==> config.mk <==
export PLATFORM = sky130hd
export DESIGN_NAME = hps_regs_top
export DESIGN_NICKNAME = d
export VERILOG_FILES = /design/src/shared/hps_pkg.sv /design/src/design/hps_regs_top.sv /design/src/design/hps_slot_seq.sv /design/src/design/hps_tick_gen.sv
export VERILOG_INCLUDE_DIRS = /design/src /design/src/shared
export SDC_FILE = /design/constraint.sdc
export NUM_CORES = 1
export LEC_CHECK = 0
export ABC_AREA = 1
export ABC_CLOCK_PERIOD_IN_PS = 10900
export BUFFER_PORTS_ARGS = -buffer_cell sky130_fd_sc_hd__buf_2
export CELL_PAD_IN_SITES_DETAIL_PLACEMENT = 0
export CELL_PAD_IN_SITES_GLOBAL_PLACEMENT = 2
export CORE_MARGIN = 3
export CORE_UTILIZATION = 30
export DETAILED_ROUTE_END_ITERATION = 6
export GPL_ROUTABILITY_DRIVEN = 0
export PLACE_DENSITY_LB_ADDON = 0.1
export SLEW_MARGIN = 10
export SYNTH_ARGS = -nofsm -noshare
export SYNTH_HDL_FRONTEND = slang
export SYNTH_SLANG_ARGS = --single-unit
==> constraint.sdc <==
create_clock -name CLK_SYS_I -period 10.9 [get_ports CLK_SYS_I]
set_clock_uncertainty 0.2 [all_clocks]
set_input_delay 2.18 -clock CLK_SYS_I [delete_from_list [all_inputs] [get_ports CLK_SYS_I]]
set_output_delay 2.18 -clock CLK_SYS_I [all_outputs]
set_load 0.01 [all_outputs]
==> src/shared/hps_cfg.svh <==
// offsets, field positions, reset values and timing counts of the hot-plug/smbus slice
// assumes: byte addresses on a 32-bit apb bus, one 100 MHz system clock
`ifndef HPS_CFG_SVH
`define HPS_CFG_SVH

// ==========================================================
// register byte offsets
`define HPS_OFF_HOTPLUG_CFG 16'h117C
`define HPS_OFF_SMBUS_STS 16'h1188
`define HPS_OFF_IRQ_STS 16'h11A0
`define HPS_OFF_IRQ_MASK 16'h11A4

// ==========================================================
// field positions
`define HPS_F_MODE_LSB 14
`define HPS_F_P2R_LSB 16
`define HPS_F_R2P_LSB 24
`define HPS_F_TADDR_LSB 1
`define HPS_F_CADDR_LSB 9
`define HPS_B_LOAD_ERR 20
`define HPS_B_BAD_BLOCK 21
`define HPS_B_ROLLOVER 23
`define HPS_B_DONE 24
`define HPS_B_NO_ACK 25
`define HPS_B_OTHER 27
`define HPS_B_CHECKSUM 28
`define HPS_B_WAIT_TMO 31
`define HPS_STS_W1C_MASK 32'h9BB0_0000
`define HPS_IRQ_ERR 0
`define HPS_IRQ_DONE 1

// ==========================================================
// reset values and codes
`define HPS_RST_HP_CFG 32'h1414_0800
`define HPS_MODE_PEC 2'h0
`define HPS_MODE_PGC 2'h1
`define HPS_STRAP_WAIT 2'h2

// ==========================================================
// timing: delay unit in ms, clock in MHz, cycles per delay unit
`define HPS_CLK_MHZ 100
`define HPS_DELAY_UNIT_MS 10
`define HPS_TICK_CYCLES (`HPS_DELAY_UNIT_MS * 1000 * `HPS_CLK_MHZ)

`endif

==> src/shared/hps_pkg.sv <==
// types shared by the hot-plug/smbus register slice
// assumes: constants come from hps_cfg.svh
package hps_pkg;
    // ==========================================================
    // apb request as seen by the slave
    typedef struct packed {
        logic [15:0] addr;
        logic write;
        logic [31:0] wdata;
    } hps_apb_req_s;

    // known eeprom load error kinds, one bit each
    typedef struct packed {
        logic wait_tmo;
        logic checksum;
        logic other;
        logic no_ack;
        logic rollover;
        logic bad_block;
    } hps_err_kind_s;

    // slot sequencer states, one-hot
    typedef enum logic [4:0] {
        SLOT_OFF = 5'b00001,
        SLOT_WAIT = 5'b00010,
        SLOT_DLY_ON = 5'b00100,
        SLOT_ON = 5'b01000,
        SLOT_DLY_OFF = 5'b10000
    } hps_slot_state_e;

    typedef logic [7:0] hps_delay_t;
endpackage
==> src/design/hps_regs_top.sv <==
// hot-plug configuration and smbus status registers with slot sequencing
// assumes: apb master on CLK_SYS_I, eeprom loader strobes on the same clock,
// address straps and slot power good arrive from pins
//
// Decided for this implementation: the APB slave port.
`include "hps_cfg.svh"

// What this block does
// - reset follows power enable or power good
// - release reset after power-to-reset delay
// - both delay fields reset to 0x14
// - drop power after reset-to-power-off delay
// - read-only target bus address field
// - read-only controller bus address field
// - load error flag set, cleared by one
// - load error aborts loading, sets halt
// - known error also sets its type bit
// - unknown error sets only general and finished flags
// - finished flag on completion or abort
module hps_regs_top #(
    parameter int unsigned TICK_CYCLES = `HPS_TICK_CYCLES
) (
    // clock and reset
    input wire logic CLK_SYS_I,
    input wire logic SYS_RST_I,
    // apb slave
    input wire logic PSEL_I,
    input wire logic PENABLE_I,
    input wire logic PWRITE_I,
    input wire logic [15:0] PADDR_I,
    input wire logic [31:0] PWDATA_I,
    output logic [31:0] PRDATA_O,
    output logic PREADY_O,
    output logic PSLVERR_O,
    // address straps from pins
    input wire logic [6:0] TARGET_ADDR_PIN_I,
    input wire logic [6:0] CONTROLLER_ADDR_PIN_I,
    // eeprom loader
    input wire logic EE_ERR_I,
    input wire logic [5:0] EE_ERR_KIND_I,
    input wire logic EE_DONE_I,
    output logic EE_ABORT_O,
    output logic HALT_AFTER_RESET_SET_O,
    // downstream slot
    input wire logic SLOT_PWR_REQ_I,
    input wire logic SLOT_PWR_GOOD_I,
    output logic SLOT_PWR_EN_O,
    output logic SLOT_RST_N_O,
    // interrupt
    output logic IRQ_O
);
    // ==========================================================
    // helpers
    // one-hot register hit: {irq_mask, irq_sts, smbus_status, hotplug_config_control}
    function automatic logic [3:0] reg_hit(input logic [15:0] a);
        reg_hit = {a == `HPS_OFF_IRQ_MASK, a == `HPS_OFF_IRQ_STS,
                   a == `HPS_OFF_SMBUS_STS, a == `HPS_OFF_HOTPLUG_CFG};
    endfunction

    // sticky update: hardware set wins over a write-one clear in the same cycle
    function automatic logic [31:0] w1c(input logic [31:0] cur, input logic [31:0] set,
                                        input logic [31:0] clr);
        w1c = (cur & ~clr) | set;
    endfunction

    // known error kinds onto their status bits
    function automatic logic [31:0] kind_bits(input hps_pkg::hps_err_kind_s k);
        kind_bits = '0;
        kind_bits[`HPS_B_BAD_BLOCK] = k.bad_block;
        kind_bits[`HPS_B_ROLLOVER] = k.rollover;
        kind_bits[`HPS_B_NO_ACK] = k.no_ack;
        kind_bits[`HPS_B_OTHER] = k.other;
        kind_bits[`HPS_B_CHECKSUM] = k.checksum;
        kind_bits[`HPS_B_WAIT_TMO] = k.wait_tmo;
    endfunction

    // ==========================================================
    // declarations
    hps_pkg::hps_apb_req_s req; // bundled request
    hps_pkg::hps_err_kind_s kind; // error kind strobes
    logic [3:0] hit; // decoded register
    logic xfer; // apb completion edge
    logic next_pready;
    logic [31:0] next_prdata;
    logic next_pslverr;
    logic [31:0] rd_val; // selected read value

    logic [31:0] hp_cfg; // hot-plug configuration control
    logic [31:0] next_hp_cfg;
    logic [31:0] sts_flags; // sticky flags of smbus status
    logic [31:0] next_sts_flags;
    logic [31:0] sts_set; // flags raised this cycle
    logic [31:0] sts_clr; // flags cleared by software
    logic [31:0] smbus_sts; // full status read value
    logic [1:0] irq_sts; // interrupt status
    logic [1:0] next_irq_sts;
    logic [1:0] irq_mask; // interrupt mask
    logic [1:0] next_irq_mask;
    logic [1:0] irq_set;
    logic next_irq;
    logic next_abort;

    logic [13:0] taddr_s1; // strap synchroniser, first stage
    logic [13:0] taddr_s2; // second stage
    logic [6:0] target_addr; // latched target bus address
    logic [6:0] controller_addr; // latched controller bus address
    logic [6:0] next_target_addr;
    logic [6:0] next_controller_addr;
    logic [1:0] strap_cnt; // edges since reset release
    logic [1:0] next_strap_cnt;
    logic strap_done; // straps captured
    logic next_strap_done;

    logic pg_s1; // power good synchroniser, first stage
    logic pg_s2; // second stage
    logic tick; // delay-unit tick
    logic tick_clr;

    assign req = '{addr: PADDR_I, write: PWRITE_I, wdata: PWDATA_I};
    assign kind = hps_pkg::hps_err_kind_s'(EE_ERR_KIND_I);
    assign hit = reg_hit(req.addr);
    assign xfer = PSEL_I & PENABLE_I & PREADY_O;

    // ==========================================================
    // apb slave: one wait state, every answer from a flop
    always_comb begin
        rd_val = '0;
        case (hit)
            4'h1: rd_val = hp_cfg;
            4'h2: rd_val = smbus_sts;
            4'h4: rd_val = {30'h0000_0000, irq_sts};
            4'h8: rd_val = {30'h0000_0000, irq_mask};
            default: rd_val = '0; // unmapped reads zero
        endcase
        next_pready = PSEL_I & PENABLE_I & ~PREADY_O;
        next_prdata = next_pready ? rd_val : '0;
        next_pslverr = next_pready & (hit == 4'h0); // unmapped address errors
    end

    always_ff @(posedge CLK_SYS_I or posedge SYS_RST_I) begin
        if (SYS_RST_I) begin
            PREADY_O <= 1'b0;
            PRDATA_O <= '0;
            PSLVERR_O <= 1'b0;
        end else begin
            PREADY_O <= next_pready;
            PRDATA_O <= next_prdata;
            PSLVERR_O <= next_pslverr;
        end
    end

    // ==========================================================
    // hot-plug configuration: plain read/write storage
    always_comb begin
        next_hp_cfg = hp_cfg;
        if (xfer && req.write && hit[0]) begin
            next_hp_cfg = req.wdata;
        end
    end

    always_ff @(posedge CLK_SYS_I or posedge SYS_RST_I) begin
        if (SYS_RST_I) begin
            hp_cfg <= `HPS_RST_HP_CFG;
        end else begin
            hp_cfg <= next_hp_cfg;
        end
    end

    // ==========================================================
    // smbus status flags and loader reactions
    always_comb begin
        sts_set = '0;
        if (EE_ERR_I) begin
            sts_set[`HPS_B_LOAD_ERR] = 1'b1;
            // an all-zero kind is an unknown error: general and finished flags only
            sts_set = sts_set | kind_bits(kind);
            sts_set[`HPS_B_DONE] = 1'b1;
        end
        if (EE_DONE_I) begin
            sts_set[`HPS_B_DONE] = 1'b1;
        end
        sts_clr = '0;
        if (xfer && req.write && hit[1]) begin
            sts_clr = req.wdata;
        end
        // only the sticky bits are ever stored
        next_sts_flags = w1c(sts_flags, sts_set, sts_clr) & `HPS_STS_W1C_MASK;
        next_abort = EE_ERR_I;
    end

    always_ff @(posedge CLK_SYS_I or posedge SYS_RST_I) begin
        if (SYS_RST_I) begin
            sts_flags <= '0;
            EE_ABORT_O <= 1'b0;
            HALT_AFTER_RESET_SET_O <= 1'b0;
        end else begin
            sts_flags <= next_sts_flags;
            EE_ABORT_O <= next_abort;
            HALT_AFTER_RESET_SET_O <= next_abort;
        end
    end

    // reserved bits 0, 8 and 19:16 are constant zero here
    always_comb begin
        smbus_sts = sts_flags;
        smbus_sts[`HPS_F_TADDR_LSB +: 7] = target_addr;
        smbus_sts[`HPS_F_CADDR_LSB +: 7] = controller_addr;
    end

    // ==========================================================
    // address straps: synchronised, captured once after reset release
    always_comb begin
        next_strap_cnt = strap_cnt;
        next_strap_done = strap_done;
        next_target_addr = target_addr;
        next_controller_addr = controller_addr;
        if (!strap_done) begin
            next_strap_cnt = strap_cnt + 2'h1;
            if (strap_cnt == `HPS_STRAP_WAIT) begin
                // software writes never reach these fields
                next_target_addr = taddr_s2[6:0];
                next_controller_addr = taddr_s2[13:7];
                next_strap_done = 1'b1;
            end
        end
    end

    always_ff @(posedge CLK_SYS_I or posedge SYS_RST_I) begin
        if (SYS_RST_I) begin
            taddr_s1 <= '0;
            taddr_s2 <= '0;
            strap_cnt <= '0;
            strap_done <= 1'b0;
            target_addr <= '0;
            controller_addr <= '0;
        end else begin
            taddr_s1 <= {CONTROLLER_ADDR_PIN_I, TARGET_ADDR_PIN_I};
            taddr_s2 <= taddr_s1;
            strap_cnt <= next_strap_cnt;
            strap_done <= next_strap_done;
            target_addr <= next_target_addr;
            controller_addr <= next_controller_addr;
        end
    end

    // ==========================================================
    // interrupt: sticky events, mask, one level output
    always_comb begin
        irq_set = '0;
        irq_set[`HPS_IRQ_ERR] = EE_ERR_I;
        irq_set[`HPS_IRQ_DONE] = EE_ERR_I | EE_DONE_I;
        next_irq_sts = irq_sts | irq_set;
        next_irq_mask = irq_mask;
        if (xfer && req.write && hit[2]) begin
            next_irq_sts = (irq_sts & ~req.wdata[1:0]) | irq_set;
        end
        if (xfer && req.write && hit[3]) begin
            next_irq_mask = req.wdata[1:0];
        end
        // computed from next values so the output tracks the bits without lag
        next_irq = |(next_irq_sts & next_irq_mask);
    end

    always_ff @(posedge CLK_SYS_I or posedge SYS_RST_I) begin
        if (SYS_RST_I) begin
            irq_sts <= '0;
            irq_mask <= '0;
            IRQ_O <= 1'b0;
        end else begin
            irq_sts <= next_irq_sts;
            irq_mask <= next_irq_mask;
            IRQ_O <= next_irq;
        end
    end

    // ==========================================================
    // slot sequencing
    // power good is a pin: two flops before the sequencer reads it
    always_ff @(posedge CLK_SYS_I or posedge SYS_RST_I) begin
        if (SYS_RST_I) begin
            pg_s1 <= 1'b0;
            pg_s2 <= 1'b0;
        end else begin
            pg_s1 <= SLOT_PWR_GOOD_I;
            pg_s2 <= pg_s1;
        end
    end

    hps_tick_gen #(
        .TICK_CYCLES(TICK_CYCLES)
    ) u_tick (
        .clk_i(CLK_SYS_I),
        .rst_i(SYS_RST_I),
        .clear_i(tick_clr),
        .tick_o(tick)
    );

    hps_slot_seq u_seq (
        .clk_i(CLK_SYS_I),
        .rst_i(SYS_RST_I),
        .mode_i(hp_cfg[`HPS_F_MODE_LSB +: 2]),
        .p2r_i(hp_cfg[`HPS_F_P2R_LSB +: 8]),
        .r2p_i(hp_cfg[`HPS_F_R2P_LSB +: 8]),
        .pwr_req_i(SLOT_PWR_REQ_I),
        .pwr_good_i(pg_s2),
        .tick_i(tick),
        .tick_clr_o(tick_clr),
        .slot_pwr_o(SLOT_PWR_EN_O),
        .slot_rst_n_o(SLOT_RST_N_O)
    );
endmodule

==> src/design/hps_slot_seq.sv <==
// downstream slot power/reset sequencer
// assumes: power good already synchronised, tick from hps_tick_gen
`include "hps_cfg.svh"
module hps_slot_seq (
    // clock and reset
    input wire logic clk_i,
    input wire logic rst_i,
    // configuration
    input wire logic [1:0] mode_i,
    input wire hps_pkg::hps_delay_t p2r_i,
    input wire hps_pkg::hps_delay_t r2p_i,
    // slot inputs
    input wire logic pwr_req_i,
    input wire logic pwr_good_i,
    // tick handshake
    input wire logic tick_i,
    output logic tick_clr_o,
    // slot outputs
    output logic slot_pwr_o,
    output logic slot_rst_n_o
);
    hps_pkg::hps_slot_state_e state; // current phase
    hps_pkg::hps_slot_state_e next_state;
    hps_pkg::hps_delay_t cnt; // delay units elapsed
    hps_pkg::hps_delay_t next_cnt;
    logic stable; // power counts as stable

    // reserved modes fall back to power-enable control
    assign stable = (mode_i == `HPS_MODE_PGC) ? pwr_good_i : 1'b1;

    // ==========================================================
    // next phase
    always_comb begin
        next_state = state;
        next_cnt = cnt;
        tick_clr_o = 1'b0;
        case (state)
            hps_pkg::SLOT_OFF: begin
                if (pwr_req_i) begin
                    next_state = hps_pkg::SLOT_WAIT;
                end
            end
            hps_pkg::SLOT_WAIT: begin
                if (!pwr_req_i) begin
                    // reset held low in this phase, no off delay owed
                    next_state = hps_pkg::SLOT_OFF;
                end else if (stable) begin
                    next_cnt = '0;
                    tick_clr_o = 1'b1;
                    next_state = (p2r_i == '0) ? hps_pkg::SLOT_ON
                                                : hps_pkg::SLOT_DLY_ON;
                end
            end
            hps_pkg::SLOT_DLY_ON: begin
                if (!pwr_req_i) begin
                    next_state = hps_pkg::SLOT_OFF;
                end else if (!stable) begin
                    next_state = hps_pkg::SLOT_WAIT;
                end else if (tick_i) begin
                    next_cnt = cnt + 8'h01;
                    if (next_cnt == p2r_i) begin
                        next_state = hps_pkg::SLOT_ON;
                    end
                end
            end
            hps_pkg::SLOT_ON: begin
                if (!pwr_req_i) begin
                    next_cnt = '0;
                    tick_clr_o = 1'b1;
                    next_state = (r2p_i == '0) ? hps_pkg::SLOT_OFF
                                                : hps_pkg::SLOT_DLY_OFF;
                end else if (!stable) begin
                    next_state = hps_pkg::SLOT_WAIT;
                end
            end
            hps_pkg::SLOT_DLY_OFF: begin
                // the off delay always runs to its end
                if (tick_i) begin
                    next_cnt = cnt + 8'h01;
                    if (next_cnt == r2p_i) begin
                        next_state = hps_pkg::SLOT_OFF;
                    end
                end
            end
            default: begin
                next_state = hps_pkg::SLOT_OFF;
            end
        endcase
    end

    // ==========================================================
    // outputs registered from the next phase
    always_ff @(posedge clk_i or posedge rst_i) begin
        if (rst_i) begin
            state <= hps_pkg::SLOT_OFF;
            cnt <= '0;
            slot_pwr_o <= 1'b0;
            slot_rst_n_o <= 1'b0;
        end else begin
            state <= next_state;
            cnt <= next_cnt;
            slot_pwr_o <= (next_state != hps_pkg::SLOT_OFF);
            slot_rst_n_o <= (next_state == hps_pkg::SLOT_ON);
        end
    end
endmodule

==> src/design/hps_tick_gen.sv <==
// delay-unit tick generator for the slot sequencer
// assumes: clear comes from logic on the same clock
module hps_tick_gen #(
    parameter int unsigned TICK_CYCLES = 1000000
) (
    // clock and reset
    input wire logic clk_i,
    input wire logic rst_i,
    // control
    input wire logic clear_i,
    // tick out
    output logic tick_o
);
    localparam int CW = $clog2(TICK_CYCLES + 1);
    localparam logic [CW-1:0] LAST = CW'(TICK_CYCLES - 1);

    logic [CW-1:0] cnt; // cycles since last tick or clear
    logic [CW-1:0] next_cnt;
    logic next_tick;

    // ==========================================================
    // restart on clear so a delay is a whole number of units, not one less
    always_comb begin
        next_cnt = cnt + CW'(1);
        next_tick = 1'b0;
        if (clear_i) begin
            next_cnt = '0;
        end else if (cnt == LAST) begin
            next_cnt = '0;
            next_tick = 1'b1;
        end
    end

    always_ff @(posedge clk_i or posedge rst_i) begin
        if (rst_i) begin
            cnt <= '0;
            tick_o <= 1'b0;
        end else begin
            cnt <= next_cnt;
            tick_o <= next_tick;
        end
    end
endmodule

==> results by group <==
Status
  – Run status: finished, final reports clean

Clocking
  – Clk slew on worst S/H paths: 0.08 ns
  – CTS sink cnt: roughly 160
  – Total of cells resized after clock tree synthesis: 0
  – Clock latency at the later pin of the worst-skew pair: approximately 0.43 ns
  – Number of CTS-inserted buffers: 17
  – H-tree level count: 4
  – Hold Buf Count CTS: 0
  – Root buffer cell: sky130_fd_sc_hd__clkbuf_16
  – CTS tree: built
  – Clock buffer depth: 2
  – Number of buffers inserted by post-CTS setup repair: 0

GRT
  – GR Overflow Total: 0
  – Initial antenna violation count: 0
  – Pin count of the biggest net entering global routing: 101
  – Wire length of the first global-routing pass: 29800 microns
  – Number of global-route vias before repair: 5607
  – Total routing usage reported by global routing: ~15%

Setup path
  – Cell family with most CP delay: simple AND/OR/NAND/NOR gates
  – Required arrival time at the worst endpoint: 11.00 ns
  – Class of the most critical setup path: in2reg
  – Arrival time at the worst endpoint: roughly 4.5 ns
  – Count of buffer and inverter cells on the critical path: 3
  – Startpoint type of the worst setup path: input port
  – Largest stage delay on the critical path: 0.55 ns
  – Series of cell instances along the critical path: buf_2, nor2_1, nand3_1, nor2_4, nor3b_4, buf_4, nand2_1, buf_4, nand2_1, o21ai_0
  – Crit path capture type: register
  – Critical-path cell with the highest stage delay: sky130_fd_sc_hd__nand2_1
  – Largest driver fanout on the critical path: 49

Yosys
  – Post-synth cell types: 35
  – Post-Synthesis Cells: 782
  – Flip-flop and latch count after synthesis: 163
  – Net Count, Synth: approximately 860
  – Dominant cell type by area after synthesis: sky130_fd_sc_hd__dfrtp_1
  – Fraction of synthesized cell area taken by the top area cell type: 56.6%
  – Total standard cell area after synthesis: just under 7000 sq um
  – Total of warnings raised by yosys: 0
  – Dominant cells by area after synthesis: sky130_fd_sc_hd__dfrtp_1 57%, sky130_fd_sc_hd__nand2_1 12%, sky130_fd_sc_hd__nand3_1 5.3%, sky130_fd_sc_hd__inv_1 4.5%, sky130_fd_sc_hd__nor2_1 3.7%
  – Fraction of the yosys area taken by sequential cells: 58.9%
  – Mean instance size in the synthesized netlist: 8.87 sq um

Power
  – Total power density per cell area: 168 nW/um^2
  – VDD IR max: roughly 0.000085 V
  – PnR Total Power: 0.00142 W
  – Leakage power: just over 4 nW

Timing
  – Final worst slack: 6.50 ns
  – Post-route minimum period: 4.40 ns
  – Final cycle utilization of the critical path: 40.4%
  – Highest Clock Rate: 227 MHz
  – Setup repair after global routing missed its margin: false
  – Hold Vio Cnt, Final: 0
  – Worst slew pin tran: 1.18 ns
  – Slew Limit Headroom: 20.5%
  – Final number of setup-violating endpoints: 0
  – Final sum of negative setup slack: 0 ns
  – Final Max Slew Viols: 0

Floorplanning
  – Row cnt: 55
  – Starting Density: 30.6%
  – Placeable core region: 22700 sq um
  – Die Y-Extent: 158 microns
  – Die span in x: 158 microns
  – IO Count: 116
  – Die Footprint: 25000 sq um

Drt
  – Via count normalized by instance count: 4.64
  – Post-route antenna net violation count: 0
  – Total number of vias: 5570
  – Average detailed-routed wire length per instance: 15.4 microns
  – Number of design rule violations left after detail routing: 0
  – 1st-pass router iterations: 6
  – Total wirelength of the detailed-routed design: 18500 microns
  – First-iteration detailed-routing DRC count: 324

Job
  – MaxCap Viol Count: 0

Cells and area
  – Fraction of layout cells with a size suffix above 1: between 15 and 20%
  – Fin nets: 982
  – Post-route cell area: around 8400 sq um
  – Syn-to-layout area delta: 21.7%
  – Final core utilization: between 30% and 40%
  – Number of diodes: 0

Placement
  – Number of port buffers: between 100 and 150
  – HPWL after detailed placement: 13100 microns
  – Worst setup timing slack at the placement stage: 6.01 ns
  – Post-placement cell area: 7820 sq um

Min path
  – Type of the tightest min-delay check: reg2reg
-- layer usage --
| layer | share of wire, % | wire, microns | up-vias | global-route usage [%] |
|---|---|---|---|---|
| li1 | - | - | 2750 | - |
| met1 | 47 | 8710 | 2670 | 21.5 |
| met2 | 47 | 8710 | 138 | 24.9 |
| met3 | 4.8 | 889 | 12 | 2.76 |
| met4 | 0.89 | 164 | 0 | 4.22 |
| met5 | 0 | 0 | - | 0 |
-- cell usage after synthesis --
master	n
sky130_fd_sc_hd__a21oi_1	27
sky130_fd_sc_hd__a31oi_1	2
sky130_fd_sc_hd__and2_1	1
sky130_fd_sc_hd__and3_1	1
sky130_fd_sc_hd__buf_1	2
sky130_fd_sc_hd__buf_2	5
sky130_fd_sc_hd__buf_4	2
sky130_fd_sc_hd__buf_6	1
sky130_fd_sc_hd__clkbuf_1	8
sky130_fd_sc_hd__clkinv_1	1
sky130_fd_sc_hd__dfrtp_1	157
sky130_fd_sc_hd__dfstp_2	6
sky130_fd_sc_hd__ha_1	3
sky130_fd_sc_hd__inv_1	84
sky130_fd_sc_hd__inv_2	1
sky130_fd_sc_hd__mux2_2	14
sky130_fd_sc_hd__nand2_1	227
sky130_fd_sc_hd__nand3_1	74
sky130_fd_sc_hd__nand3b_1	6
sky130_fd_sc_hd__nand4_1	16
sky130_fd_sc_hd__nor2_1	68
sky130_fd_sc_hd__nor2_4	1
sky130_fd_sc_hd__nor3_1	8
sky130_fd_sc_hd__nor3b_1	3
sky130_fd_sc_hd__nor3b_2	1
sky130_fd_sc_hd__nor4_1	5
sky130_fd_sc_hd__o211ai_1	1
sky130_fd_sc_hd__o21a_1	1
sky130_fd_sc_hd__o21ai_0	41
sky130_fd_sc_hd__o21bai_1	1
sky130_fd_sc_hd__o221ai_1	1
sky130_fd_sc_hd__o31ai_1	1
sky130_fd_sc_hd__or2_2	2
sky130_fd_sc_hd__xnor2_1	1
sky130_fd_sc_hd__xor2_1	9
-- registers in the layout (all words and copies together) (netlist names), 5 cells and up --
| name | flops |
|---|---|
| controller_addr | 7 |
| u_seq.cnt | 8 |
| hp_cfg | 32 |
| sts_flags | 8 |
| target_addr | 7 |
| u_tick.cnt | 20 |
| taddr_s1 | 14 |
| PRDATA_O | 32 |
| taddr_s2 | 14 |
| u_seq.state | 5 |
-- kinds of logic (layout without fill, tap and decap cells) --
| logic type | count (synthesis) | count (layout) | share of synthesized area (%) |
|---|---|---|---|
| AO/OA/AOI/OAI | 75 | 75 | 5.64 |
| XOR/XNOR | 10 | 10 | 1.26 |
| adder cells (fa/ha/maj) | 3 | 3 | 0.541 |
| buffers and inverters | 104 | 237 | 5.93 |
| flip-flops | 163 | 163 | 58.9 |
| multiplexers | 14 | 14 | 2.27 |
| AND/OR/NAND/NOR | 413 | 413 | 25.4 |
-- path summary, 6_finish.rpt --
kind / startpoint / endpoint / slack (ns) / cells after the start
max in group asynchronous: SYS_RST_I / hp_cfg[19] / 7.33 / 3
max: PADDR_I[15] / hp_cfg[0] / 6.50 / 10
min reg2reg: taddr_s1[9] / taddr_s2[9] / 0.15 / 0
min in group asynchronous: SYS_RST_I / PRDATA_O[15] / 1.77 / 2
max reg2reg: u_seq.state[0] / u_seq.cnt[0] / 8.55 / 8
min: taddr_s1[9] / taddr_s2[9] / 0.15 / 0
-- cell usage in the layout, fill, tap and decap left out, types with 3 or more instances in the layout --
cell type / instances
sky130_fd_sc_hd__buf_4: 4
sky130_fd_sc_hd__mux2_2: 14
sky130_fd_sc_hd__buf_2: 115
sky130_fd_sc_hd__dfstp_2: 6
sky130_fd_sc_hd__a21oi_1: 27
sky130_fd_sc_hd__xor2_1: 9
sky130_fd_sc_hd__nor4_1: 5
sky130_fd_sc_hd__nand3_1: 74
sky130_fd_sc_hd__dfrtp_1: 157
sky130_fd_sc_hd__nor2_1: 68
sky130_fd_sc_hd__inv_6: 3
sky130_fd_sc_hd__nor3_1: 8
sky130_fd_sc_hd__clkbuf_16: 17
sky130_fd_sc_hd__nor3b_1: 3
sky130_fd_sc_hd__inv_1: 83
sky130_fd_sc_hd__ha_1: 3
sky130_fd_sc_hd__o21ai_0: 40
sky130_fd_sc_hd__clkinv_8: 6
sky130_fd_sc_hd__nand4_1: 16
sky130_fd_sc_hd__inv_8: 3
sky130_fd_sc_hd__nand3b_1: 6
sky130_fd_sc_hd__nand2_1: 227
-- metrics by stage --
step	std cells	hold slack, ns
after global placement	1168	0.132
final	1200	0.149
after floorplan	782	0.131
after CTS	1200	0.153
after global routing	1200	0.159
after detailed placement	1168	0.135
-- report_power, final --
part | switching [W] | total, W | internal, W
logic | 0.0000847 | 0.000134 | 0.0000489
registers | 0.0000264 | 0.000669 | 0.000643
clock network | 0.000297 | 0.000612 | 0.000316
total | 0.000408 | 0.00142 | 0.00101
-- layout make-up --
cell class                      count  area [sq um]
Timing Repair Buffer              119           606
Inverter                           86           328
Clock buffer                       17           425
Tap cell                          285           357
Fill cell                        2332         14300
Multi-Input combinational cell    515          2450
Sequential cell                   163          4090
Clock inverter                     15           199
(Power assumes the default switching activity.)
